<file path="src/inc/hss_pkg.sv">
// Notes on behaviour
// each output follows one chosen source: direct, timer, pwm generator or sync pin
// host writes switch configuration only while the device is in normal mode
// in stop or sleep the last configuration holds and writes are ignored; a fault release without recovery still clears control fields here
// entering restart or fail-safe forces every output off
// supply undervoltage switches off every output that is on
// undervoltage shutdown disable bit keeps outputs on during undervoltage
// after undervoltage, recovery bit set restores programmed state, else outputs stay off
// without undervoltage recovery the affected control fields clear when undervoltage ends
// undervoltage shows only in the undervoltage status bit
// supply overvoltage switches off outputs unless the applicable disable bit keeps them
// in normal mode a per-switch disable bit keeps that switch on in overvoltage
// in stop or sleep one shared disable bit keeps all switches on in overvoltage
// after overvoltage a switch restores only with its recovery bit, else fields clear
// overvoltage recovery selection is held per switch
// overvoltage shows only in the overvoltage status bit
package hss_pkg;
	// ************************************************
	// register map, byte addresses on apb
	// ************************************************
	localparam int          ADDR_W       = 8;
	localparam logic [7:0]  OFF_CTRL     = 8'h00;
	localparam logic [7:0]  OFF_PROT     = 8'h04;
	localparam logic [7:0]  OFF_STAT     = 8'h08;
	localparam logic [7:0]  OFF_MASK     = 8'h0c;
	localparam logic [7:0]  OFF_STATE    = 8'h10;
	// ************************************************
	// field positions and reset values
	// ************************************************
	localparam int          PROT_UV_DIS  = 0;
	localparam int          PROT_UV_REC  = 1;
	localparam int          PROT_OV_LP   = 2;
	localparam int          PROT_OVDIS_L = 8;
	localparam int          PROT_OVREC_L = 16;
	localparam int          STAT_UV      = 0;
	localparam int          STAT_OV      = 1;
	localparam int          STAT_W       = 2;
	localparam int          STATE_OUT_L  = 8;
	localparam logic [1:0]  STAT_RST     = 2'h0;
	localparam logic [1:0]  MASK_RST     = 2'h0;
	// ************************************************
	// source select codes of one switch field
	// ************************************************
	localparam int          SEL_W        = 4;
	localparam int          SRC_N        = 9;
	localparam logic [3:0]  SEL_OFF      = 4'h0;
	localparam logic [3:0]  SEL_ON       = 4'h1;
	localparam logic [3:0]  SEL_TIMER1   = 4'h2;
	localparam logic [3:0]  SEL_PWM1     = 4'h4;
	localparam logic [3:0]  SEL_SYNC     = 4'h8;
	// device operating modes
	typedef enum logic [2:0] {
		MODE_NORMAL   = 3'h0,
		MODE_STOP     = 3'h1,
		MODE_SLEEP    = 3'h2,
		MODE_RESTART  = 3'h3,
		MODE_FAILSAFE = 3'h4
	} hss_mode_t;
endpackage

</file>
<file path="src/inc/hss_ch_if.sv">
`timescale 1ns/1ps
// ************************************************
// per-switch link between supervisor and channel
// ************************************************
interface hss_ch_if;
	import hss_pkg::*;
	logic [SEL_W-1:0] sel;
	logic             ov_dis;
	logic             ov_rec;
	logic             drive;
	logic             clr;
	modport top (
		output sel,
		output ov_dis,
		output ov_rec,
		input  drive,
		input  clr
	);
	modport ch (
		input  sel,
		input  ov_dis,
		input  ov_rec,
		output drive,
		output clr
	);
endinterface

</file>
<file path="src/hdl/hss_sync2.sv">
`timescale 1ns/1ps
// ************************************************
// two-flop synchroniser for pin levels
// ************************************************
module hss_sync2 #(
	parameter int W = 1
) (
	// clock and reset
	input  wire logic         pclk,
	input  wire logic         presetn,
	// levels
	input  wire logic [W-1:0] d,
	output      logic [W-1:0] q
);
	logic [W-1:0] meta_q;
	// first stage feeds only the second stage
	always_ff @(posedge pclk or negedge presetn) begin
		if (!presetn) begin
			meta_q <= '0;
			q      <= '0;
		end else begin
			meta_q <= d;
			q      <= meta_q;
		end
	end
endmodule

</file>
<file path="src/hdl/hss_switch_ch.sv">
`timescale 1ns/1ps
// ************************************************
// one high-side channel: source pick and fault gating
// ************************************************
module hss_switch_ch
	import hss_pkg::*;
(
	// clock and reset
	input  wire logic             pclk,
	input  wire logic             presetn,
	// shared supply and mode state
	input  wire logic             uv,
	input  wire logic             ov,
	input  wire logic             uv_fall,
	input  wire logic             ov_fall,
	input  wire logic             uv_dis,
	input  wire logic             uv_rec,
	input  wire logic             ov_dis_lp,
	input  wire logic             normal,
	input  wire logic             lowpower,
	input  wire logic             force_off,
	input  wire logic [SRC_N-1:0] src,
	// per-switch link
	hss_ch_if.ch                  link
);
	logic uv_hit_q;
	logic ov_hit_q;
	logic raw;
	logic uv_shut;
	logic ov_shut;
	logic active;
	// unknown codes above the sync code drive nothing
	assign raw     = (link.sel < SEL_W'(SRC_N)) ? src[link.sel] : 1'b0;
	assign active  = link.sel != SEL_OFF;
	assign uv_shut = uv & ~uv_dis;
	assign ov_shut = ov & (normal ? ~link.ov_dis : (lowpower ? ~ov_dis_lp : 1'b1));
	// a channel hit by a fault stays off until the fault releases
	assign link.drive = raw & ~uv_shut & ~ov_shut & ~uv_hit_q & ~ov_hit_q & ~force_off;
	// no recovery: ask the supervisor to clear this field on release
	assign link.clr = (uv_fall & uv_hit_q & ~uv_rec) | (ov_fall & ov_hit_q & ~link.ov_rec);
	// remember which fault switched this channel off
	always_ff @(posedge pclk or negedge presetn) begin
		if (!presetn) begin
			uv_hit_q <= 1'b0;
			ov_hit_q <= 1'b0;
		end else begin
			uv_hit_q <= (uv_shut & active) | (uv_hit_q & ~uv_fall);
			ov_hit_q <= (ov_shut & active) | (ov_hit_q & ~ov_fall);
		end
	end
endmodule

</file>
<file path="src/hdl/hss_top.sv">
`timescale 1ns/1ps
// ************************************************
// high-side switch supervisor, apb register slave
// ************************************************
module hss_top
	import hss_pkg::*;
#(
	parameter int NUM_SW = 4
) (
	// clock and reset
	input  wire logic              pclk,
	input  wire logic              presetn,
	// apb slave
	input  wire logic              psel,
	input  wire logic              penable,
	input  wire logic              pwrite,
	input  wire logic [ADDR_W-1:0] paddr,
	input  wire logic [31:0]       pwdata,
	output      logic [31:0]       prdata,
	output      logic              pready,
	output      logic              pslverr,
	// device mode from the mode controller
	input  wire logic [2:0]        dev_mode,
	// supply comparators and sync pin, asynchronous
	input  wire logic              switch_supply_uv,
	input  wire logic              switch_supply_ov,
	input  wire logic              external_sync_input,
	// internal timer and pwm generator outputs
	input  wire logic [1:0]        timer_src,
	input  wire logic [3:0]        pwm_src,
	// outputs
	output      logic [NUM_SW-1:0] high_side_output,
	output      logic              irq
);
	localparam int CTRL_W = SEL_W * NUM_SW;

	// ************************************************
	// pin synchronisation and release detection
	// ************************************************
	logic [2:0] pin_s;
	logic       uv_s;
	logic       ov_s;
	logic       sync_s;
	logic       uv_prev_q;
	logic       ov_prev_q;
	logic       uv_fall;
	logic       ov_fall;

	hss_sync2 #(
		.W(3)
	) u_sync (
		.pclk    (pclk),
		.presetn (presetn),
		.d       ({external_sync_input, switch_supply_ov, switch_supply_uv}),
		.q       (pin_s)
	);

	// named views of the synchronised levels
	assign uv_s   = pin_s[0];
	assign ov_s   = pin_s[1];
	assign sync_s = pin_s[2];

	// previous levels, only to find the end of a fault
	always_ff @(posedge pclk or negedge presetn) begin
		if (!presetn) begin
			uv_prev_q <= 1'b0;
			ov_prev_q <= 1'b0;
		end else begin
			uv_prev_q <= uv_s;
			ov_prev_q <= ov_s;
		end
	end

	assign uv_fall = uv_prev_q & ~uv_s;
	assign ov_fall = ov_prev_q & ~ov_s;

	// ************************************************
	// mode decode
	// ************************************************
	hss_mode_t mode;
	logic      normal;
	logic      lowpower;
	logic      force_off;

	// mode comes from same-clock logic, no synchroniser needed
	assign mode      = hss_mode_t'(dev_mode);
	assign normal    = mode == MODE_NORMAL;
	assign lowpower  = (mode == MODE_STOP) || (mode == MODE_SLEEP);
	assign force_off = (mode == MODE_RESTART) || (mode == MODE_FAILSAFE);

	// ************************************************
	// apb decode
	// ************************************************
	logic access;
	logic wr;
	logic hit_ctrl;
	logic hit_prot;
	logic hit_stat;
	logic hit_mask;
	logic hit_state;
	logic hit_any;
	logic cfg_wr_ok;

	assign access    = psel & penable;
	assign wr        = access & pwrite;
	assign hit_ctrl  = paddr == OFF_CTRL;
	assign hit_prot  = paddr == OFF_PROT;
	assign hit_stat  = paddr == OFF_STAT;
	assign hit_mask  = paddr == OFF_MASK;
	assign hit_state = paddr == OFF_STATE;
	assign hit_any   = hit_ctrl | hit_prot | hit_stat | hit_mask | hit_state;
	// configuration is frozen outside normal mode except for fault-release clears; such writes finish but store nothing
	assign cfg_wr_ok = wr & normal;

	// zero wait states; an unmapped address answers with an error
	assign pready  = 1'b1;
	assign pslverr = access & ~hit_any;

	// ************************************************
	// configuration registers
	// ************************************************
	logic [CTRL_W-1:0] ctrl_q;
	logic [CTRL_W-1:0] ctrl_d;
	logic              uv_dis_q;
	logic              uv_rec_q;
	logic              ov_lp_q;
	logic [NUM_SW-1:0] ov_dis_q;
	logic [NUM_SW-1:0] ov_rec_q;
	logic [NUM_SW-1:0] clr_v;
	logic [NUM_SW-1:0] drive_v;
	logic [SRC_N-1:0]  src;

	// source table in select-code order: off, on, timers, pwm, sync
	assign src = {sync_s, pwm_src, timer_src, 1'b1, 1'b0};

	// protection bits live beside the source fields and freeze the same way
	always_ff @(posedge pclk or negedge presetn) begin
		if (!presetn) begin
			uv_dis_q <= 1'b0;
			uv_rec_q <= 1'b0;
			ov_lp_q  <= 1'b0;
			ov_dis_q <= '0;
			ov_rec_q <= '0;
		end else if (cfg_wr_ok && hit_prot) begin
			uv_dis_q <= pwdata[PROT_UV_DIS];
			uv_rec_q <= pwdata[PROT_UV_REC];
			ov_lp_q  <= pwdata[PROT_OV_LP];
			ov_dis_q <= pwdata[PROT_OVDIS_L +: NUM_SW];
			ov_rec_q <= pwdata[PROT_OVREC_L +: NUM_SW];
		end
	end

	always_ff @(posedge pclk or negedge presetn) begin
		if (!presetn) begin
			ctrl_q <= '0;
		end else begin
			ctrl_q <= ctrl_d;
		end
	end

	// ************************************************
	// channels
	// ************************************************
	hss_ch_if chif [NUM_SW] ();

	genvar gi;
	generate
		for (gi = 0; gi < NUM_SW; gi++) begin : g_ch
			// a fault-release clear beats a concurrent host write
			assign ctrl_d[gi*SEL_W +: SEL_W] = clr_v[gi] ? SEL_OFF :
				((cfg_wr_ok && hit_ctrl) ? pwdata[gi*SEL_W +: SEL_W] :
				ctrl_q[gi*SEL_W +: SEL_W]);
			assign chif[gi].sel    = ctrl_q[gi*SEL_W +: SEL_W];
			assign chif[gi].ov_dis = ov_dis_q[gi];
			assign chif[gi].ov_rec = ov_rec_q[gi];
			assign clr_v[gi]       = chif[gi].clr;
			assign drive_v[gi]     = chif[gi].drive;

			hss_switch_ch u_ch (
				.pclk      (pclk),
				.presetn   (presetn),
				.uv        (uv_s),
				.ov        (ov_s),
				.uv_fall   (uv_fall),
				.ov_fall   (ov_fall),
				.uv_dis    (uv_dis_q),
				.uv_rec    (uv_rec_q),
				.ov_dis_lp (ov_lp_q),
				.normal    (normal),
				.lowpower  (lowpower),
				.force_off (force_off),
				.src       (src),
				.link      (chif[gi])
			);
		end
	endgenerate

	// outputs are registered so a glitchy source select never reaches the pin
	always_ff @(posedge pclk or negedge presetn) begin
		if (!presetn) begin
			high_side_output <= '0;
		end else begin
			high_side_output <= drive_v;
		end
	end

	// ************************************************
	// status, mask and interrupt
	// ************************************************
	logic [STAT_W-1:0] stat_q;
	logic [STAT_W-1:0] mask_q;
	logic [STAT_W-1:0] stat_set;
	logic [STAT_W-1:0] stat_clr;

	// each supply fault owns one bit and touches no other flag
	assign stat_set = {ov_s, uv_s};
	assign stat_clr = (wr && hit_stat) ? pwdata[STAT_W-1:0] : '0;

	// set wins over a write-one clear in the same cycle
	always_ff @(posedge pclk or negedge presetn) begin
		if (!presetn) begin
			stat_q <= STAT_RST;
		end else begin
			stat_q <= (stat_q & ~stat_clr) | stat_set;
		end
	end

	// mask is not part of switch configuration, so it stays writable in every mode
	always_ff @(posedge pclk or negedge presetn) begin
		if (!presetn) begin
			mask_q <= MASK_RST;
		end else if (wr && hit_mask) begin
			mask_q <= pwdata[STAT_W-1:0];
		end
	end

	assign irq = |(stat_q & mask_q);

	// ************************************************
	// read data
	// ************************************************
	logic [31:0] rd_val;

	always_comb begin
		rd_val = '0;
		if (hit_ctrl) begin
			rd_val[CTRL_W-1:0] = ctrl_q;
		end else if (hit_prot) begin
			rd_val[PROT_UV_DIS]          = uv_dis_q;
			rd_val[PROT_UV_REC]          = uv_rec_q;
			rd_val[PROT_OV_LP]           = ov_lp_q;
			rd_val[PROT_OVDIS_L +: NUM_SW] = ov_dis_q;
			rd_val[PROT_OVREC_L +: NUM_SW] = ov_rec_q;
		end else if (hit_stat) begin
			rd_val[STAT_W-1:0] = stat_q;
		end else if (hit_mask) begin
			rd_val[STAT_W-1:0] = mask_q;
		end else if (hit_state) begin
			rd_val[2:0]                   = dev_mode;
			rd_val[STATE_OUT_L +: NUM_SW] = high_side_output;
		end
	end

	// captured in the setup cycle, stable through the access cycle
	always_ff @(posedge pclk or negedge presetn) begin
		if (!presetn) begin
			prdata <= '0;
		end else if (psel && !penable && !pwrite) begin
			prdata <= rd_val;
		end
	end

	// ************************************************
	// checks
	// ************************************************
	force_off_a: assert property (@(posedge pclk) disable iff (!presetn)
		force_off |=> high_side_output == '0)
		else $error("output on in restart or fail-safe");

	cfg_freeze_a: assert property (@(posedge pclk) disable iff (!presetn)
		(!normal && wr && (hit_ctrl || hit_prot) && clr_v == '0)
		|=> $stable(ctrl_q) && $stable(ov_dis_q) && $stable(uv_rec_q))
		else $error("configuration changed outside normal mode");

	uv_off_a: assert property (@(posedge pclk) disable iff (!presetn)
		(uv_s && !uv_dis_q) |=> high_side_output == '0)
		else $error("output on during undervoltage");

	uv_keep_a: assert property (@(posedge pclk) disable iff (!presetn)
		(uv_s && uv_dis_q && !ov_s && normal && high_side_output[0]
		&& ctrl_q[SEL_W-1:0] == SEL_ON && $stable(ctrl_q)) |=> high_side_output[0])
		else $error("undervoltage switched off with shutdown disabled");

	fault_clr_a: assert property (@(posedge pclk) disable iff (!presetn)
		clr_v[0] |=> ctrl_q[SEL_W-1:0] == SEL_OFF)
		else $error("control field not cleared after fault");

	recover_keep_a: assert property (@(posedge pclk) disable iff (!presetn)
		((uv_fall && uv_rec_q && !ov_fall) || (ov_fall && ov_rec_q[1] && !uv_fall))
		|-> !clr_v[1])
		else $error("field cleared although recovery enabled");

	uv_flag_a: assert property (@(posedge pclk) disable iff (!presetn)
		$rose(uv_s) ##1 !ov_s |=> stat_q[STAT_UV])
		else $error("undervoltage flag not set");

	ov_flag_a: assert property (@(posedge pclk) disable iff (!presetn)
		ov_s |=> stat_q[STAT_OV])
		else $error("overvoltage flag not set");

	ov_normal_a: assert property (@(posedge pclk) disable iff (!presetn)
		(ov_s && normal) |=> (high_side_output & ~$past(ov_dis_q)) == '0)
		else $error("output on in overvoltage without disable");

	ov_lowpwr_a: assert property (@(posedge pclk) disable iff (!presetn)
		(ov_s && lowpower && !ov_lp_q) |=> high_side_output == '0)
		else $error("output on in low-power overvoltage");

	apb_err_a: assert property (@(posedge pclk) disable iff (!presetn)
		(access && !hit_any) |-> pslverr && pready)
		else $error("unmapped access not flagged");

	ov_cause_a: assert property (@(posedge pclk) disable iff (!presetn)
		$rose(stat_q[STAT_OV]) |-> $past(ov_s))
		else $error("overvoltage flag set without overvoltage");

	uv_cause_a: assert property (@(posedge pclk) disable iff (!presetn)
		$rose(stat_q[STAT_UV]) |-> $past(uv_s))
		else $error("undervoltage flag set without undervoltage");

	uv_sticky_a: assert property (@(posedge pclk) disable iff (!presetn)
		(stat_q[STAT_UV] && !(wr && hit_stat && pwdata[STAT_UV])) |=> stat_q[STAT_UV])
		else $error("undervoltage flag lost without clear");

	ov_sticky_a: assert property (@(posedge pclk) disable iff (!presetn)
		(stat_q[STAT_OV] && !(wr && hit_stat && pwdata[STAT_OV])) |=> stat_q[STAT_OV])
		else $error("overvoltage flag lost without clear");

	prot_freeze_a: assert property (@(posedge pclk) disable iff (!presetn)
		!normal |=> $stable(uv_dis_q) && $stable(uv_rec_q) && $stable(ov_lp_q)
		&& $stable(ov_dis_q) && $stable(ov_rec_q))
		else $error("protection bits changed outside normal mode");

	clr_only_a: assert property (@(posedge pclk) disable iff (!presetn)
		!(uv_fall || ov_fall) |-> clr_v == '0)
		else $error("control field cleared without fault release");
endmodule

</file>
<file path="config.mk">
export PLATFORM = sky130hd
export DESIGN_NAME = hss_top
export DESIGN_NICKNAME = d
export VERILOG_FILES = /design/src/inc/hss_pkg.sv /design/src/inc/hss_ch_if.sv /design/src/hdl/hss_sync2.sv /design/src/hdl/hss_switch_ch.sv /design/src/hdl/hss_top.sv
export SDC_FILE = /design/constraint.sdc
export NUM_CORES = 1
export LEC_CHECK = 0
export ABC_AREA = 0
export BUFFER_PORTS_ARGS = -buffer_cell sky130_fd_sc_hd__buf_2
export CAP_MARGIN = 0
export CORE_MARGIN = 2
export CORE_UTILIZATION = 50
export DETAILED_ROUTE_END_ITERATION = 16
export GPL_TIMING_DRIVEN = 0
export PLACE_DENSITY = 0.78
export SYNTH_ARGS = -nofsm -noshare
export SYNTH_HDL_FRONTEND = slang
export SYNTH_SLANG_ARGS = --single-unit
</file>
<file path="constraint.sdc">
create_clock -name pclk -period 4.95 [get_ports pclk]
set_input_delay 0.7425 -clock pclk [delete_from_list [all_inputs] [get_ports pclk]]
set_output_delay 0.7425 -clock pclk [all_outputs]
set_load 0.01 [all_outputs]
</file>
==> flow_summary.toml <==
[synthesis]
ys_types = 51
ys.warnings.count = 0
synth_area_um2 = 3600
synth_top_flop_cell = "dfrtp_1"
ys_seq_area_share_pct = 49.4
synth-seq-cells = 71
synthCells = 333
synthArstFlopShare_pct = 100
syn_avg_cell_area_um2 = 10.8
synth-edff-count = 0

[cts]
clockBufferDepth = 2
cts_tree = "yes"
hold_buffers = 0
htreeDepth = 3
cts_setup_buffers = 0
cts_buffers = 9
cts-root-buf = "clkbuf_8"
cts.sinks = 71
path_clk_slew_ns = 0.07
clk_latency_ns = 0.34
post_cts_resized = 0

[detailed_routing]
avgViaCountPerCell = 5.65
met1_length_mm = 3.71
dr.first_iter.drc_count = 194
met2WireLength_mm = 4.31
ant_nets = 0
wl_mm = 8.70
wl_per_cell_um = 16.6
dr_wl_met3_um = 562
top_layer = "met4"
route.detailed.drc = 0
dr.pass1.iters = 7
vias = 2963

[timing]
grt_setup_unrepaired = "false"
drv_slew = 0
setup_viol = 0
setup_tns_ns = 0
skew_ns = 0.00943
hold_violations = 0
timing.hold.ws_ns = 0.354
tightest_slew_ns = 0.855
fmax_mhz = 381
finalCritPeriodShare_pct = 53.0
fin_ws_ns = 2.33
maxSlewHeadroom_pct = 43.0
final.min_clock_period_ns = 2.62

[floorplanning]
die_area_um2 = 7890
ios = 96
core.rowCount = 30
die_w_um = 88.8
fp.coreArea_um2 = 6870
die_h_um = 88.8
initial_core_util_pct = 52.4

[layout]
area_growth_syn_to_layout_pct = 19.9
diodes = 0
design_area_um2 = 4310
drive_gt1_share_pct = 27.3
post-route-util_pct = 62.8
mostFrequentLayoutCell = "dfrtp_1"
fin_nets = 481
final_cell_mix = "dfrtp_1, buf_2, nor2_1"

[hold_path]
hp-class = "reg -> reg"

[setup_path]
cp_slowest_stage_delay_ns = 0.57
cp.required_ns = 4.21
critPathArrivalTime_ns = 1.88
worstSetupEndpointType = "primary output"
crit_fanout = 6
timing.critical_path.mode_cell = "buf_2"
criticalPathCategory = "in -> out"
cp_cell_sequence = "buf_2 > or4_4 > nor2_1 > a21oi_1 > buf_2"
critPathSlowestCell = "or4_4"
worstSetupStartpointType = "input port"

[place]
place_area_um2 = 4110
io_buffers = 69
hpwl_mm = 6.40
place_congestion = 0.867
place_worst_setup_slack_ns = 2.33

[global_routing]
grt_pass1_wl_mm = 14.1
antenna_found_initial = 0
grt_max_degree = 72
overflow = 0
grt_pass1_vias = 2842
grtUsageTotal_pct = 23.7

[power_and_ir_drop]
vdd_drop_max_mv = 0.164
p_per_area_nw_per_um2 = 277
leakagePower_uw = 0.00223

[job]
cap_violations = 0

[status]
status = "finished clean"
## synthesized netlist by cell type (all sizes together) (4+ instances only)
library cell | instances | share of area, %
a21oi | 19 | 2.6
inv | 17 | 1.8
nor4 | 7 | 1.8
nand2 | 23 | 2.5
a211oi | 4 | 0.83
dfrtp | 71 | 49
clkbuf | 10 | 1.0
o21ai | 13 | 1.8
a22o | 14 | 3.4
a311oi | 4 | 0.97
a32o | 6 | 1.7
mux2 | 16 | 5.0
o41ai | 5 | 2.1
mux2i | 20 | 5.6
nor2b | 6 | 1.0
buf | 17 | 3.7
nor2 | 26 | 2.7
nand2b | 5 | 0.87
and3 | 4 | 0.70
nor3 | 7 | 1.1
## metal layers
layer	GRT usage, %	vias up
li1	-	1389
met1	32.7	1447
met2	38.5	116
met5	0	-
met4	7.58	0
met3	3.54	11
## final timing paths
check / depth (start not counted) / end / slack (ns) / from
max: 5 / pslverr / 2.33 / paddr[5]
min: 0 / u_sync.q[2] / 0.35 / u_sync.meta_q[2]
max reg2reg: 4 / high_side_output[0] / 3.15 / ctrl_q[0]
min reg2reg: 0 / u_sync.q[2] / 0.35 / u_sync.meta_q[2]
max in group asynchronous: 1 / prdata[6] / 3.89 / presetn
min in group asynchronous: 1 / prdata[19] / 0.51 / presetn
## sequential cells by signal, summed over array words and instances, names as in the netlist, 4 cells and up
register / flops
ctrl_q: 16
g_ch.u_ch.ov_hit_q: 4
g_ch.u_ch.uv_hit_q: 4
high_side_output: 4
ov_dis_q: 4
ov_rec_q: 4
prdata: 20
## cells by family after synthesis
group	synth area share (%)
AND/OR/NAND/NOR	14.6
flip-flops	49.4
AO/OA/AOI/OAI	17.9
buffers and inverters	6.47
other	0.209
XOR/XNOR	0.244
multiplexers	11.2
## stage by stage
stage	power [µW]	std cells
after floorplan	670	344
after CTS	1210	524
after global routing	1250	524
final	1200	524
after global placement	721	509
after detailed placement	724	509
## final cells by class
| cell class | count | area [µm²] |
|---|---|---|
| Fill cell | 579 | 2550 |
| Sequential cell | 71 | 1780 |
| Multi-Input combinational cell | 229 | 1630 |
| Timing Repair Buffer | 69 | 348 |
| Clock buffer | 13 | 169 |
| Buffer | 27 | 169 |
| Tap cell | 96 | 120 |
| Inverter | 17 | 63.8 |
| Clock inverter | 2 | 38.8 |
## report_power, final
part / internal [µW] / switching [µW] / total, µW / leakage (µW)
sequential: 592 / 10.6 / 603 / 0.000958
clock: 273 / 211 / 483 / 0.000106
combinational: 43.8 / 66.8 / 111 / 0.00117
total: 909 / 288 / 1200 / 0.00223
## worst max-delay path, delay by kind of cell
family | cells | cell delay (ns)
buffers and inverters | 2 | 0.25
and+or+nand+nor | 2 | 0.79
AOI/OAI and AO/OA | 1 | 0.09
Note: power is estimated with default switching activity, not from simulation.
